[src/hdl/oemc_params.svh]
// Constants for the output enable and margin control block.
`ifndef OEMC_PARAMS_SVH
`define OEMC_PARAMS_SVH
`define OEMC_CMD_RUN 8'h01
`define OEMC_CMD_SRC 8'h02
`define OEMC_CMD_CLR 8'h03
`define OEMC_RUN_RST 8'h08
`define OEMC_SRC_RST 8'h17
`define OEMC_EN_HI 7
`define OEMC_EN_LO 6
`define OEMC_MG_HI 5
`define OEMC_MG_LO 4
`define OEMC_FH_HI 3
`define OEMC_FH_LO 2
`define OEMC_SRC_PWRUP 4
`define OEMC_SRC_BUS 3
`define OEMC_SRC_PIN 2
`define OEMC_SRC_POL 1
`define OEMC_SRC_IMM 0
`define OEMC_EN_IMM 2'h0
`define OEMC_EN_SOFT 2'h1
`define OEMC_EN_ON 2'h2
`define OEMC_MG_NOM 2'h0
`define OEMC_MG_LOW 2'h1
`define OEMC_MG_HIGH 2'h2
`define OEMC_FH_IGN 2'h1
`define OEMC_FH_ACT 2'h2
`define OEMC_CODE_RSV 2'h3
`endif

[src/hdl/oemc_pkg.sv]
// Types for the output enable and margin control block.
package oemc_pkg;
  typedef enum logic [1:0] {OEMC_OFF, OEMC_SOFT_OFF, OEMC_ON} oemc_state_t;
  typedef struct packed {
    logic [1:0] en;
    logic [1:0] margin;
    logic [1:0] fault;
  } oemc_run_t;
  typedef struct packed {
    logic run;
    logic soft_off;
    logic imm_off;
    logic [1:0] margin;
    logic mask_vfault;
  } oemc_out_t;
endpackage

[src/hdl/oemc_top.sv]
// Command decode and on/off control for converter output enable and margining.
//
// How it works
// - Enable 00 turns off immediately, no sequencing
// - Enable 01 soft off; 10 on at margin
// - Margin field picks nominal, low or high
// - Ignore mode masks voltage faults while margined
// - Act mode passes voltage faults while margined
// - Power-up bit 0: run whenever power present
// - Power-up bit 1: wait for pin and/or command, as the bus and pin-use bits select
// - Bus bit 0 ignores command on/off part
// - Bus bit 1 requires command to request run
// - Pin-use bit decides whether pin gates start
// - Polarity bit sets pin active level
// - Pin off with bit0=0 uses soft off
// - Pin off with bit0=1 turns off immediately
// - Clear-faults command resets all fault bits
`timescale 1ns/100ps
`include "oemc_params.svh"
module oemc_top
  import oemc_pkg::*;
(
  input wire logic clk,
  input wire logic nrst,
  input wire logic ce,
  input wire logic wr_en,
  input wire logic [7:0] wr_cmd,
  input wire logic [7:0] wr_data,
  input wire logic rd_en,
  input wire logic [7:0] rd_cmd,
  input wire logic power_ok,
  input wire logic remote_pin,
  input wire logic soft_off_done,
  input wire logic fault_in,
  input wire logic vfault_in,
  output logic [7:0] rd_data,
  output logic rd_valid,
  output logic out_run,
  output logic out_soft_off,
  output logic out_imm_off,
  output logic [1:0] out_margin,
  output logic mask_vfault,
  output logic fault_sticky,
  output logic vfault_sticky
);
  logic [7:0] run_r, run_nxt;
  logic [7:0] src_r, src_nxt;
  logic [1:0] pin_sync_r;
  logic pin_r;
  oemc_state_t st_r, st_nxt;
  oemc_out_t out_r, out_nxt;
  logic [7:0] rd_data_r, rd_data_nxt;
  logic rd_valid_r, rd_valid_nxt;
  logic flt_r, flt_nxt, vflt_r, vflt_nxt;
  oemc_run_t run_f;
  logic pin_act, want_on, want_off, off_imm, margined;

  // Reserved codes in a write are dropped field by field so the old setting stays.
  always_comb begin
    run_nxt = run_r;
    src_nxt = src_r;
    if (wr_en && wr_cmd == `OEMC_CMD_RUN) begin
      if (wr_data[`OEMC_EN_HI:`OEMC_EN_LO] != `OEMC_CODE_RSV) begin
        run_nxt[`OEMC_EN_HI:`OEMC_EN_LO] = wr_data[`OEMC_EN_HI:`OEMC_EN_LO];
      end
      if (wr_data[`OEMC_MG_HI:`OEMC_MG_LO] != `OEMC_CODE_RSV) begin
        run_nxt[`OEMC_MG_HI:`OEMC_MG_LO] = wr_data[`OEMC_MG_HI:`OEMC_MG_LO];
      end
      if (wr_data[`OEMC_FH_HI:`OEMC_FH_LO] == `OEMC_FH_IGN ||
          wr_data[`OEMC_FH_HI:`OEMC_FH_LO] == `OEMC_FH_ACT) begin
        run_nxt[`OEMC_FH_HI:`OEMC_FH_LO] = wr_data[`OEMC_FH_HI:`OEMC_FH_LO];
      end
    end
    if (wr_en && wr_cmd == `OEMC_CMD_SRC) begin
      src_nxt = {3'h0, wr_data[`OEMC_SRC_PWRUP:`OEMC_SRC_IMM]};
    end
  end

  assign run_f = '{en: run_r[`OEMC_EN_HI:`OEMC_EN_LO], margin: run_r[`OEMC_MG_HI:`OEMC_MG_LO],
                   fault: run_r[`OEMC_FH_HI:`OEMC_FH_LO]};

  // Pin polarity: active when level matches the polarity bit.
  assign pin_act = (pin_r == src_r[`OEMC_SRC_POL]);

  // Run request from the configured start sources.
  always_comb begin
    if (!src_r[`OEMC_SRC_PWRUP]) begin
      want_on = power_ok;
    end else begin
      want_on = power_ok && (run_f.en == `OEMC_EN_ON || !src_r[`OEMC_SRC_BUS])
                && (pin_act || !src_r[`OEMC_SRC_PIN]);
    end
  end

  // Decide how a stop is carried out: command code or pin disable action.
  always_comb begin
    off_imm = !power_ok;
    if (src_r[`OEMC_SRC_PWRUP] && src_r[`OEMC_SRC_BUS] && run_f.en == `OEMC_EN_IMM) begin
      off_imm = 1'b1;
    end
    if (src_r[`OEMC_SRC_PWRUP] && src_r[`OEMC_SRC_PIN] && !pin_act && src_r[`OEMC_SRC_IMM]) begin
      off_imm = 1'b1;
    end
  end
  assign want_off = !want_on;

  always_comb begin
    st_nxt = st_r;
    case (st_r)
      OEMC_OFF: begin
        if (want_on) begin
          st_nxt = OEMC_ON;
        end
      end
      OEMC_ON: begin
        if (want_off) begin
          st_nxt = off_imm ? OEMC_OFF : OEMC_SOFT_OFF;
        end
      end
      OEMC_SOFT_OFF: begin
        if (off_imm || soft_off_done) begin
          st_nxt = OEMC_OFF;
        end else if (want_on) begin
          st_nxt = OEMC_ON;
        end
      end
      default: st_nxt = OEMC_OFF;
    endcase
  end

  assign margined = (run_f.margin != `OEMC_MG_NOM);

  always_comb begin
    out_nxt.run = (st_nxt == OEMC_ON);
    out_nxt.soft_off = (st_nxt == OEMC_SOFT_OFF);
    out_nxt.imm_off = (st_r != OEMC_OFF) && (st_nxt == OEMC_OFF) && off_imm;
    out_nxt.margin = run_f.margin;
    out_nxt.mask_vfault = margined && (run_f.fault == `OEMC_FH_IGN);
  end

  // Set beats clear so a fault in the clearing cycle is kept.
  always_comb begin
    flt_nxt = flt_r;
    vflt_nxt = vflt_r;
    if (wr_en && wr_cmd == `OEMC_CMD_CLR) begin
      flt_nxt = 1'b0;
      vflt_nxt = 1'b0;
    end
    if (fault_in) begin
      flt_nxt = 1'b1;
    end
    if (vfault_in && !out_r.mask_vfault) begin
      vflt_nxt = 1'b1;
    end
  end

  always_comb begin
    rd_valid_nxt = rd_en;
    case (rd_cmd)
      `OEMC_CMD_RUN: rd_data_nxt = run_r;
      `OEMC_CMD_SRC: rd_data_nxt = src_r;
      default: rd_data_nxt = 8'h00;
    endcase
  end

  always_ff @(posedge clk) begin
    if (!nrst) begin
      run_r <= `OEMC_RUN_RST;
      src_r <= `OEMC_SRC_RST;
      pin_sync_r <= 2'h0;
      pin_r <= 1'b0;
      st_r <= OEMC_OFF;
      out_r <= '0;
      flt_r <= 1'b0;
      vflt_r <= 1'b0;
      rd_data_r <= 8'h00;
      rd_valid_r <= 1'b0;
    end else if (ce) begin
      run_r <= run_nxt;
      src_r <= src_nxt;
      pin_sync_r <= {pin_sync_r[0], remote_pin};
      pin_r <= pin_sync_r[1];
      st_r <= st_nxt;
      out_r <= out_nxt;
      flt_r <= flt_nxt;
      vflt_r <= vflt_nxt;
      rd_data_r <= rd_data_nxt;
      rd_valid_r <= rd_valid_nxt;
    end
  end

  assign rd_data = rd_data_r;
  assign rd_valid = rd_valid_r;
  assign out_run = out_r.run;
  assign out_soft_off = out_r.soft_off;
  assign out_imm_off = out_r.imm_off;
  assign out_margin = out_r.margin;
  assign mask_vfault = out_r.mask_vfault;
  assign fault_sticky = flt_r;
  assign vfault_sticky = vflt_r;
endmodule

[config.mk]
export PLATFORM = sky130hd
export DESIGN_NAME = oemc_top
export DESIGN_NICKNAME = d
export VERILOG_FILES = /design/src/hdl/oemc_pkg.sv /design/src/hdl/oemc_top.sv
export VERILOG_INCLUDE_DIRS = /design/src /design/src/hdl
export SDC_FILE = /design/constraint.sdc
export NUM_CORES = 1
export LEC_CHECK = 0
export BUFFER_PORTS_ARGS = -buffer_cell sky130_fd_sc_hd__buf_2
export CORE_MARGIN = 1
export CORE_UTILIZATION = 50
export DETAILED_ROUTE_END_ITERATION = 6
export GPL_TIMING_DRIVEN = 0
export PLACE_DENSITY = 0.83
export SYNTH_ARGS = -nofsm -noshare
export SYNTH_HDL_FRONTEND = slang
export SYNTH_SLANG_ARGS = --single-unit
export TNS_END_PERCENT = 10
[constraint.sdc]
create_clock -name clk -period 4.26 [get_ports clk]
set_input_delay 0.852 -clock clk [delete_from_list [all_inputs] [get_ports clk]]
set_output_delay 0.852 -clock clk [all_outputs]
set_load 0.01 [all_outputs]
# Yosys cells after proc, flatten, opt, wreduce, memory -nomap -nowiden
# Cells that the tools add are included.
# totals
n_memories	0
latch_bits	0
reg_bits	33
ramBits	0
output_inout_bits	17
in_bits	34
romBits	0
wordCells	80
# classes
reduce_logical	36
n_bitwise	0
n_div	0
shift	0
n_eq_ne	16
n_mux	12
n_lt_le_gt_ge	0
add_sub_neg	0
n_mul	0
# op_table
operator	n
$eq A8 B2 Y1 const B	3
$eq A8 B1 Y1 const B	2
$pmux W8 S2	1
$logic_and A1 B1 Y1	14
$reduce_and A3 Y1	3
$eq A2 B1 Y1 const B	4
$eq A2 B2 Y1 const B	4
$reduce_bool A2 Y1	4
$mux W1	7
$logic_not A2 Y1	3
$mux W2	3
$pmux W2 S3	1
$reduce_and A2 Y1	3
$logic_not A1 Y1	5
$logic_or A1 B1 Y1	4
$ne A2 B2 Y1 const B	2
$eq A1 B1 Y1	1

# Longest topological paths before layout
# Gate-level depths: netlist of run 1.
# depth
word_depth	11
ltp_mapped	5
mapped_depth_nobuf	4

# Worst setup path after synthesis of run 1
# OpenSTA, ideal clock, no wires.
# synth_timing
kind	input port to flip-flop
startpoint	in rd_cmd[5]
endpoint	reg rd_data_r[2], in the netlist rd_data[2]
path_stages	4
t_required_ps	4190
slack_ps	2195
setup_time_ps	70
n_path_buf	0
arrival_time_ps	1995
cell_sequence	or4_4 > nor4_4 > a22oi_1 > a21oi_1
# synth_between
elab_chain_cells	2
word_cells_on_any_way	3
cone_classes	eq/ne: 2; mux: 1
# synth_rtl
item	line_no	rtl
start, declared	oemc_top.sv:30	input wire logic [7:0] rd_cmd,
$eq A8 B2 Y1 or $eq A8 B1 Y1 (tied branches)	oemc_top.sv:159	case (rd_cmd)
$pmux W8 S2 *	oemc_top.sv:159	
end signal, assigned	oemc_top.sv:187	rd_data_r <= rd_data_nxt;
end, declared	oemc_top.sv:52	logic [7:0] rd_data_r, rd_data_nxt;
# Every way passes the cells marked *; elsewhere a longest branch is shown, timed or not.
# A chain may end at the register's enable or synchronous reset.

# Worst setup path in the final report of run 1
# Ends and elaborated chain as after synthesis.

==> results of run 1 <==
==> state kept, by name, summed over array words and instances, names as in the netlist, 2 cells and up <==
register,count
out_margin,2
pin_sync_r,2
rd_data,8
run_r,6
src_r,5
st_r,2
==> metrics by stage <==
step / std cells / setup WS, ns / hold slack, ns / power (uW) / utilization
floorplan: 149 / 2.20 / 0.468 / 346 / -
global placement: 229 / 1.98 / 0.429 / 372 / 0.638
detailed placement: 229 / 1.96 / 0.437 / 375 / 0.638
CTS: 237 / 2.31 / 0.461 / 615 / 0.669
global route: 237 / 2.22 / 0.483 / 641 / 0.669
finish: 237 / 2.31 / 0.456 / 611 / 0.669
==> kinds of logic (layout without fill, tap and decap cells) <==
| group | Yosys count | after routing | share of synthesized area |
|---|---|---|---|
| AO/OA/AOI/OAI | 36 | 36 | 0.183 |
| XOR/XNOR | 1 | 1 | 0.00587 |
| buffers and inverters | 9 | 66 | 0.0252 |
| flip-flops | 33 | 33 | 0.443 |
| multiplexers | 13 | 13 | 0.0881 |
| AND/OR/NAND/NOR | 57 | 57 | 0.255 |
==> power by group through the flow <==
stage	registers (uW)	logic [uW]	clock network (uW)
5_1_grt	315	57.8	267
3_5_place_dp	322	52.7	0
3_3_place_gp	322	50.2	0
4_1_cts	315	52.8	247
2_1_floorplan	323	23.0	0
6_report	315	52.6	244
==> layout make-up <==
class,count,area share
Tap cell,31,0.0208
Multi-Input combinational cell,107,0.426
Sequential cell,33,0.355
Inverter,3,0.00605
Buffer,6,0.0141
Clock buffer,7,0.0296
Clock inverter,1,0.0161
Timing Repair Buffer,49,0.132
==> placed cells by master, fill, tap and decap left out, types with 3 or more instances in the layout <==
master,Yosys,layout
sky130_fd_sc_hd__a22oi_1,3,3
sky130_fd_sc_hd__dfxtp_1,33,33
sky130_fd_sc_hd__a21boi_1,3,3
sky130_fd_sc_hd__nand2b_1,9,9
sky130_fd_sc_hd__mux2i_1,12,12
sky130_fd_sc_hd__o21ai_0,6,6
sky130_fd_sc_hd__inv_1,3,3
sky130_fd_sc_hd__clkbuf_1,5,6
sky130_fd_sc_hd__a21boi_0,4,4
sky130_fd_sc_hd__nand3_1,8,8
sky130_fd_sc_hd__nand2_1,11,11
sky130_fd_sc_hd__clkbuf_4,0,5
sky130_fd_sc_hd__nor2b_1,9,9
sky130_fd_sc_hd__o221a_2,4,4
sky130_fd_sc_hd__buf_2,0,49
sky130_fd_sc_hd__nor2_1,8,8
sky130_fd_sc_hd__a21o_1,4,4
sky130_fd_sc_hd__nor4_4,3,3
==> per-layer routing <==
| layer | GRT usage | wire [um] | vias to the layer above |
|---|---|---|---|
| met5 | 0 | 0 | - |
| met4 | 0.0976 | 87 | 0 |
| met3 | 0.0760 | 208 | 10 |
| met2 | 0.415 | 1820 | 53 |
| met1 | 0.275 | 1350 | 627 |
| li1 | - | - | 653 |
==> how the worst max path moves through the flow <==
stage                              endpoint  slack [ns]  cells after the start      start
floorplan           rd_data[2]$_SDFFE_PN0P_        2.20                      4  rd_cmd[5]
global placement    rd_data[3]$_SDFFE_PN0P_        1.98                      5  rd_cmd[5]
detailed placement  rd_data[2]$_SDFFE_PN0P_        1.96                      5  rd_cmd[5]
CTS                 rd_data[2]$_SDFFE_PN0P_        2.31                      5  rd_cmd[5]
global route        rd_data[3]$_SDFFE_PN0P_        2.22                      5  rd_cmd[5]
finish              rd_data[2]$_SDFFE_PN0P_        2.31                      5  rd_cmd[5]
==> results.rst, run 1 <==
.. list-table::
   :header-rows: 1

   * - Metric
     - Value
   * - Number of placement rows
     - 19
   * - Global-route wire length before repair
     - 5870 um
   * - Max_slew headroom
     - 0.692
   * - Gr usage total
     - 0.241
   * - Netlist area before placement
     - 1490 um2
   * - Fraction of the yosys area taken by sequential cells
     - 0.443
   * - Number of antenna violations at the first check in global routing
     - 0
   * - Delay contributed by the slowest stage of the critical path
     - 0.56 ns
   * - Leading cell types by count after synthesis
     - sky130_fd_sc_hd__dfxtp_1 (33), sky130_fd_sc_hd__mux2i_1 (12), sky130_fd_sc_hd__nand2_1 (11), sky130_fd_sc_hd__nand2b_1 (9), sky130_fd_sc_hd__nor2b_1 (9)
   * - TritonCTS clock tree
     - yes
   * - Relative contribution of combinational cells to total power
     - 0.086
   * - Data arrival time of the critical path
     - ~2.2 ns
   * - Routed vias
     - 1,343
   * - Cells resized by post-CTS repair
     - 0
   * - Clock root buffer
     - sky130_fd_sc_hd__clkbuf_4
   * - Clock power frac
     - 0.399
   * - Synth Register Bits
     - 33
   * - Cell internal pwr
     - 477 uW
   * - Start point of the worst min-delay path
     - out_run$_SDFFE_PN0P_
   * - Min cycle time layout
     - 1.95 ns
   * - Number of max-capacitance violations reported
     - 0
   * - Total wire length
     - 3460 um
   * - Total negative slack for setup checks
     - 0 ns
   * - Global placement routability congestion
     - 0.841
   * - Post-route ant nets
     - 0
   * - Clock insertion delay at the later pin of the skew report
     - roughly 0.34 ns
   * - Switching power total
     - 134 uW
   * - Total area of sequential cells
     - 661 um2
   * - WHS Endpoint
     - out_run$_SDFFE_PN0P_
   * - Number of slew-limit violations in the final report
     - 0
   * - Placeable core area
     - 2780 um2
   * - Initial core utilization
     - 0.536
   * - Cell with the largest stage delay on the worst path
     - sky130_fd_sc_hd__or4_4
   * - Leakage power figure
     - 0.000917 uW
   * - Destination of the worst register-to-register timing path
     - st_r[1]$_SDFFE_PN0P_
   * - TritonCTS buffer count
     - 5
   * - Nets
     - ~240
   * - Achievable frequency
     - 0.513 GHz
   * - Status
     - finished clean
   * - Worst Path Class, Setup
     - input pin to flop
   * - Drt first pass iters
     - 4
   * - Syn_area_per_cell
     - 10.0 um2
   * - Input/output buffers
     - 49
   * - Post-Route Skew
     - 0.00757 ns
   * - Fraction of registers with async set/reset
     - 0
   * - Fraction of the cycle the final worst path needs
     - 0.457
   * - Launching element type of the critical path
     - input pin
   * - Count of cells along the worst hold path
     - 1
   * - Syn_nets
     - approximately 180
   * - Grt total ovfl
     - 0
   * - Proportion of layout cells with a drive suffix above 1
     - 0.340
   * - Post-detailed-route via-to-cell ratio
     - 5.67
   * - Total power density per cell area
     - 328 nW/um2
   * - Worst-path fanout max
     - 6
   * - Beginning of the worst register-to-register path
     - src_r[3]$_SDFFE_PN0P_
   * - Post-route DRC violation count
     - 0
   * - Depth of the worst register-to-register path
     - 4
   * - Worst IR drop on VDD
     - 253 uV
   * - Via count of the first global-routing pass
     - 1,317
   * - Final hold viol count
     - 0
   * - Ports placed on the boundary
     - 51
   * - Flip-flop cell with the highest count after synthesis
     - sky130_fd_sc_hd__dfxtp_1
   * - Number of buffers inserted by hold repair at cts
     - 0
   * - Maximum number of pins on one net before global-route repair
     - 11
   * - Portion of synthesized cell area occupied by the leading cell type
     - 0.443
   * - RSZ-0062 raised after global routing
     - no
   * - Worst setup EP type
     - flop
   * - CTS sink count
     - 33
   * - CTS HTree Levels
     - 2
   * - Total placed instance area
     - 1780 um2
   * - Antenna diodes
     - 0
   * - Area of the multi-input gates
     - 793 um2
   * - Most repeated cell in the gate-level netlist after synthesis
     - sky130_fd_sc_hd__dfxtp_1
   * - WP data required
     - between 4 and 5 ns
   * - Share of total power in sequential cells
     - 0.515
   * - Type of the worst min-delay path
     - flop to flop
   * - Die span in x
     - 56.6 um
   * - Average detailed-routed wire length per instance
     - 14.6 um
   * - Number of buffer and inverter instances along the worst setup path
     - 1
   * - Total of fill cells in the finished design
     - 212
   * - Final setup violation count
     - 0
   * - Number of standard cells after synthesis
     - around 150
   * - Cell types occupying the most area after synthesis
     - sky130_fd_sc_hd__dfxtp_1 (44%), sky130_fd_sc_hd__mux2i_1 (8.1%), sky130_fd_sc_hd__nor4_4 (4.3%), sky130_fd_sc_hd__nand2b_1 (3.8%), sky130_fd_sc_hd__nor2b_1 (3.8%)
   * - Maximum root-to-sink buffer count
     - 2
   * - Yosys warnings
     - 0
   * - Crit-path leading delay family
     - simple AND/OR/NAND/NOR gates
   * - Reg clk slew, reported paths
     - 0.10 ns
   * - Netlist cell types
     - 38
   * - Biggest area consumer among synthesized cells
     - sky130_fd_sc_hd__dfxtp_1
   * - Synthesis-to-finish area growth
     - 24.7%
   * - Number of enable-type register cells in the synthesized netlist
     - 0
   * - Die area
     - 3210 um2
   * - Post-detail-place hpwl
     - 2670 um
   * - Cells traversed along the worst timing path
     - buf_2 > or4_4 > nor4_4 > a22oi_1 > a21oi_1
   * - DR iter-0 viols
     - 52
   * - Post-CTS Repair Setup Buffers
     - 0
   * - Setup slack, reg-to-reg
     - about 2.8 ns
   * - Switching Fraction
     - 0.219
   * - Die Y-Extent
     - 56.6 um
   * - Layout Cell Area excl Fill
     - 1860 um2
   * - Worst Max-Slew Pin Slew
     - around 0.46 ns
Note: power is estimated with default switching activity, not from simulation.
==> run 2, diff against run 1 <==
--- a/config.mk
+++ b/config.mk
@@ -6,12 +6,13 @@
 export SDC_FILE = /design/constraint.sdc
 export NUM_CORES = 1
 export LEC_CHECK = 0
+export ABC_AREA = 1
 export BUFFER_PORTS_ARGS = -buffer_cell sky130_fd_sc_hd__buf_2
 export CORE_MARGIN = 1
-export CORE_UTILIZATION = 50
+export CORE_UTILIZATION = 48
 export DETAILED_ROUTE_END_ITERATION = 6
 export GPL_TIMING_DRIVEN = 0
-export PLACE_DENSITY = 0.83
+export PLACE_DENSITY = 0.81
 export SYNTH_ARGS = -nofsm -noshare
 export SYNTH_HDL_FRONTEND = slang
 export SYNTH_SLANG_ARGS = --single-unit
==> constraint.sdc (replaced) <==
create_clock -name clk -period 1.9 [get_ports clk]
set_input_delay 0.38 -clock clk [delete_from_list [all_inputs] [get_ports clk]]
set_output_delay 0.38 -clock clk [all_outputs]
set_load 0.01 [all_outputs]
==> run 2 against run 1 <==
  * Via count is 6.9% higher
  * Wire length is 8.5% lower
  * Register-to-register slack got worse by 2.2 ns
  * Clock skew grew 0.0015 ns
  * Flip-flop and latch count did not move
  * Final cell count rose by 20%
  * Clock power grew 82%
  * Critical endpoint is now out_soft_off$_SDFFE_PN0P_
==> results.rst, run 2 <==
.. list-table::
   :header-rows: 1

   * - Metric
     - Value
   * - Post-route DRC violation count
     - 0 (unchanged)
   * - Nets
     - 286 (+20%)
   * - Number of standard cells in the layout, taps in and fillers out
     - 284 (+20%)
   * - CTS HTree Levels
     - 2 (unchanged)
   * - Number of enable-type register cells in the synthesized netlist
     - 0 (unchanged)
   * - Worst Path Class, Setup
     - flop to flop
   * - Syn_nets
     - 230 (+26%)
   * - Worst IR drop on VDD
     - 615 uV (+140%)
   * - Worst-case hold slack
     - 0.262 ns (-0.194 ns)
   * - Worst setup EP type
     - flop
   * - Flip-flop cell with the highest count after synthesis
     - sky130_fd_sc_hd__dfxtp_1
   * - Met1 track demand over resource
     - 0.293 (+0.0186)
   * - Post-route ant nets
     - 0 (unchanged)
   * - RSZ-0062 raised after global routing
     - no
   * - Cell count after placement
     - 276 (+21%)
   * - Final hold viol count
     - 0 (unchanged)
   * - Area of the multi-input gates
     - 656 um2 (-17%)
   * - Fraction of the yosys area taken by sequential cells
     - 0.462 (+0.0194)
   * - Post-detail-place hpwl
     - 2370 um (-11%)
   * - Number of slew-limit violations in the final report
     - 0 (unchanged)
   * - Portion of synthesized cell area occupied by the leading cell type
     - 0.462 (+0.0194)
   * - Die area
     - 3200 um2 (-0.19%)
   * - Total of fill cells in the finished design
     - 265 (+25%)
   * - Antenna diodes
     - 0 (unchanged)
   * - Leading cell types by count after synthesis
     - sky130_fd_sc_hd__nand2_1 (46), sky130_fd_sc_hd__dfxtp_1 (33), sky130_fd_sc_hd__nor2_1 (23), sky130_fd_sc_hd__inv_1 (20), sky130_fd_sc_hd__a21oi_1 (17)
   * - Routed vias
     - 1,436 (+6.9%)
   * - Leakage power figure
     - 0.000912 uW (-0.60%)
   * - Most repeated cell in the gate-level netlist after synthesis
     - sky130_fd_sc_hd__nand2_1
   * - Data arrival time of the critical path
     - 1.57 ns (-0.65 ns)
   * - Netlist cell types
     - 27 (-29%)
   * - Total wire length
     - 3160 um (-8.5%)
   * - Status
     - finished clean
   * - Clock insertion delay at the later pin of the skew report
     - 0.34 ns (about the same)
   * - Maximum number of pins on one net before global-route repair
     - 11 (unchanged)
   * - Launching element type of the critical path
     - flop
   * - Final setup violation count
     - 0 (unchanged)
   * - Total power density per cell area
     - 722 nW/um2 (+120%)
   * - Share of the core filled with cells
     - 0.641 (-0.0279)
   * - Global-route wire length before repair
     - 5660 um (-3.5%)
   * - Reg clk slew, reported paths
     - 0.10 ns (about the same)
   * - Post-Route Skew
     - 0.00904 ns (+0.00147 ns)
   * - Netlist area before placement
     - 1430 um2 (-4.2%)
   * - Total placed instance area
     - 1710 um2 (-3.5%)
   * - Grt total ovfl
     - 0 (unchanged)
   * - Total negative slack for setup checks
     - 0 ns (unchanged)
   * - Worst Max-Slew Pin Slew
     - 0.499 ns (+0.0366 ns)
   * - Fraction of registers with async set/reset
     - 0 (unchanged)
   * - Type of the worst min-delay path
     - input pin to flop
   * - Cells resized by post-CTS repair
     - 0 (unchanged)
   * - Synthesis-to-finish area growth
     - 24.8% (about the same)
   * - Total area of sequential cells
     - 661 um2 (unchanged)
   * - Max_slew headroom
     - 0.668 (-0.0244)
   * - Achievable frequency
     - 0.771 GHz
   * - Initial core utilization
     - 0.514 (-0.0225)
   * - Commonest non-fill, non-tap cells in the layout
     - sky130_fd_sc_hd__buf_2 (52), sky130_fd_sc_hd__nand2_1 (46), sky130_fd_sc_hd__dfxtp_1 (33), sky130_fd_sc_hd__nor2_1 (23), sky130_fd_sc_hd__inv_1 (20)
   * - Post-detailed-route via-to-cell ratio
     - 5.06 (-11%)
   * - Drt first pass iters
     - 4 (unchanged)
   * - Clock root buffer
     - sky130_fd_sc_hd__clkbuf_4
   * - Most Crowded Layer GR
     - met2
   * - Number of flip-flops under the largest register name
     - 8 (unchanged)
   * - Number of max-capacitance violations reported
     - 0 (unchanged)
   * - Leading cell type in the layout, fill and taps excluded
     - sky130_fd_sc_hd__buf_2
   * - Die Y-Extent
     - 56.6 um (about the same)
   * - Depth of the worst register-to-register path
     - 6 (+2)
   * - Biggest area consumer among synthesized cells
     - sky130_fd_sc_hd__dfxtp_1
   * - Placeable core area
     - 2780 um2 (unchanged)
   * - Post-CTS Repair Setup Buffers
     - 0 (unchanged)
   * - Average detailed-routed wire length per instance
     - 11.1 um (-24%)
   * - Proportion of layout cells with a drive suffix above 1
     - 0.261 (-0.0789)
   * - Global-route track usage on met3
     - 0.0737 (-0.00230)
   * - TritonCTS buffer count
     - 5 (unchanged)
   * - WP data required
     - 2.18 ns (-2.35 ns)
   * - TritonCTS clock tree
     - yes
   * - Met2 routing resource usage after global routing
     - 0.355 (-0.0605)
   * - Number of placement rows
     - 19 (unchanged)
   * - Cell types occupying the most area after synthesis
     - sky130_fd_sc_hd__dfxtp_1 (46%), sky130_fd_sc_hd__nand2_1 (12%), sky130_fd_sc_hd__nor2_1 (6.0%), sky130_fd_sc_hd__a21oi_1 (6.0%), sky130_fd_sc_hd__inv_1 (5.3%)
   * - Fraction of the cycle the final worst path needs
     - 0.683
   * - Number of antenna violations at the first check in global routing
     - 0 (unchanged)
   * - Min cycle time layout
     - 1.30 ns
   * - Gr usage total
     - 0.229 (-0.0126)
   * - Syn_area_per_cell
     - 7.29 um2 (-27%)
   * - Via count of the first global-routing pass
     - 1,288 (-2.2%)
   * - Die span in x
     - 56.6 um (about the same)
   * - DR iter-0 viols
     - 50 (-3.8%)
   * - Maximum root-to-sink buffer count
     - 2 (unchanged)
   * - Count of cells along the worst hold path
     - 3 (+2)
   * - Global placement routability congestion
     - 0.831 (-1.1%)
   * - CTS sink count
     - 33 (unchanged)
   * - Number of standard cells after synthesis
     - 196 (+32%)
   * - Ports placed on the boundary
     - 51 (unchanged)
   * - Yosys warnings
     - 0 (unchanged)
   * - Synth Register Bits
     - 33 (unchanged)
   * - Worst-path fanout max
     - 3 (-3)
   * - Input/output buffers
     - 49 (unchanged)
   * - Layout Cell Area excl Fill
     - 1780 um2 (-4.2%)
   * - Number of buffers inserted by hold repair at cts
     - 0 (unchanged)
   * - Setup slack, reg-to-reg
     - 0.60 ns (-2.16 ns)
## run 2: cell type report
type	count	share of cell area
Inverter	21	0.0442
Tap cell	31	0.0218
Sequential cell	33	0.371
Buffer	7	0.0189
Clock inverter	1	0.00281
Timing Repair Buffer	49	0.138
Clock buffer	7	0.0365
Multi-Input combinational cell	135	0.368
## run 2: logic make-up (layout without fill, tap and decap cells)
| group | count (synthesis) | after routing | synth area share |
|---|---|---|---|
| compound gates | 39 | 39 | 0.160 |
| simple gates | 96 | 96 | 0.299 |
| buf+inv | 28 | 85 | 0.0788 |
| flops | 33 | 33 | 0.462 |
## run 2: final timing paths
kind	from	endpoint
max	pin_r$_SDFFE_PN0P_	out_soft_off$_SDFFE_PN0P_
min	rd_en	rd_valid$_SDFFE_PN0P_
max reg2reg	pin_r$_SDFFE_PN0P_	out_soft_off$_SDFFE_PN0P_
min reg2reg	out_margin[1]$_SDFFE_PN0P_	out_margin[1]$_SDFFE_PN0P_
## run 2: worst max-delay path, stage by stage (launching register included)
cell                       delay [ns]
sky130_fd_sc_hd__dfxtp_1         0.34
sky130_fd_sc_hd__or2_2           0.30
sky130_fd_sc_hd__nand3_1         0.12
sky130_fd_sc_hd__nand2_1         0.08
sky130_fd_sc_hd__o21bai_1        0.13
sky130_fd_sc_hd__nand4_1         0.13
sky130_fd_sc_hd__a21oi_1         0.14
## run 2: power breakdown
group          switching [uW]  total [uW]  leakage [uW]  internal (uW)
registers                7.87         715      0.000269            707
clock network             231         445     0.0000413            214
logic                    72.7         127      0.000602           54.6
total                     312        1290      0.000912            976
## run 2: per-layer routing
metal  up-vias  wire [um]
li1        759          -
met1       626       1500
met2        45       1410
met3         6        195
met4         0         52
met5         -          0
## run 2: metrics by stage
stage               setup slack (ns)  total power (uW)
floorplan                      0.621               796
global placement               0.451               856
detailed placement             0.423               859
CTS                            0.603              1300
global route                   0.508              1350
finish                         0.602              1290
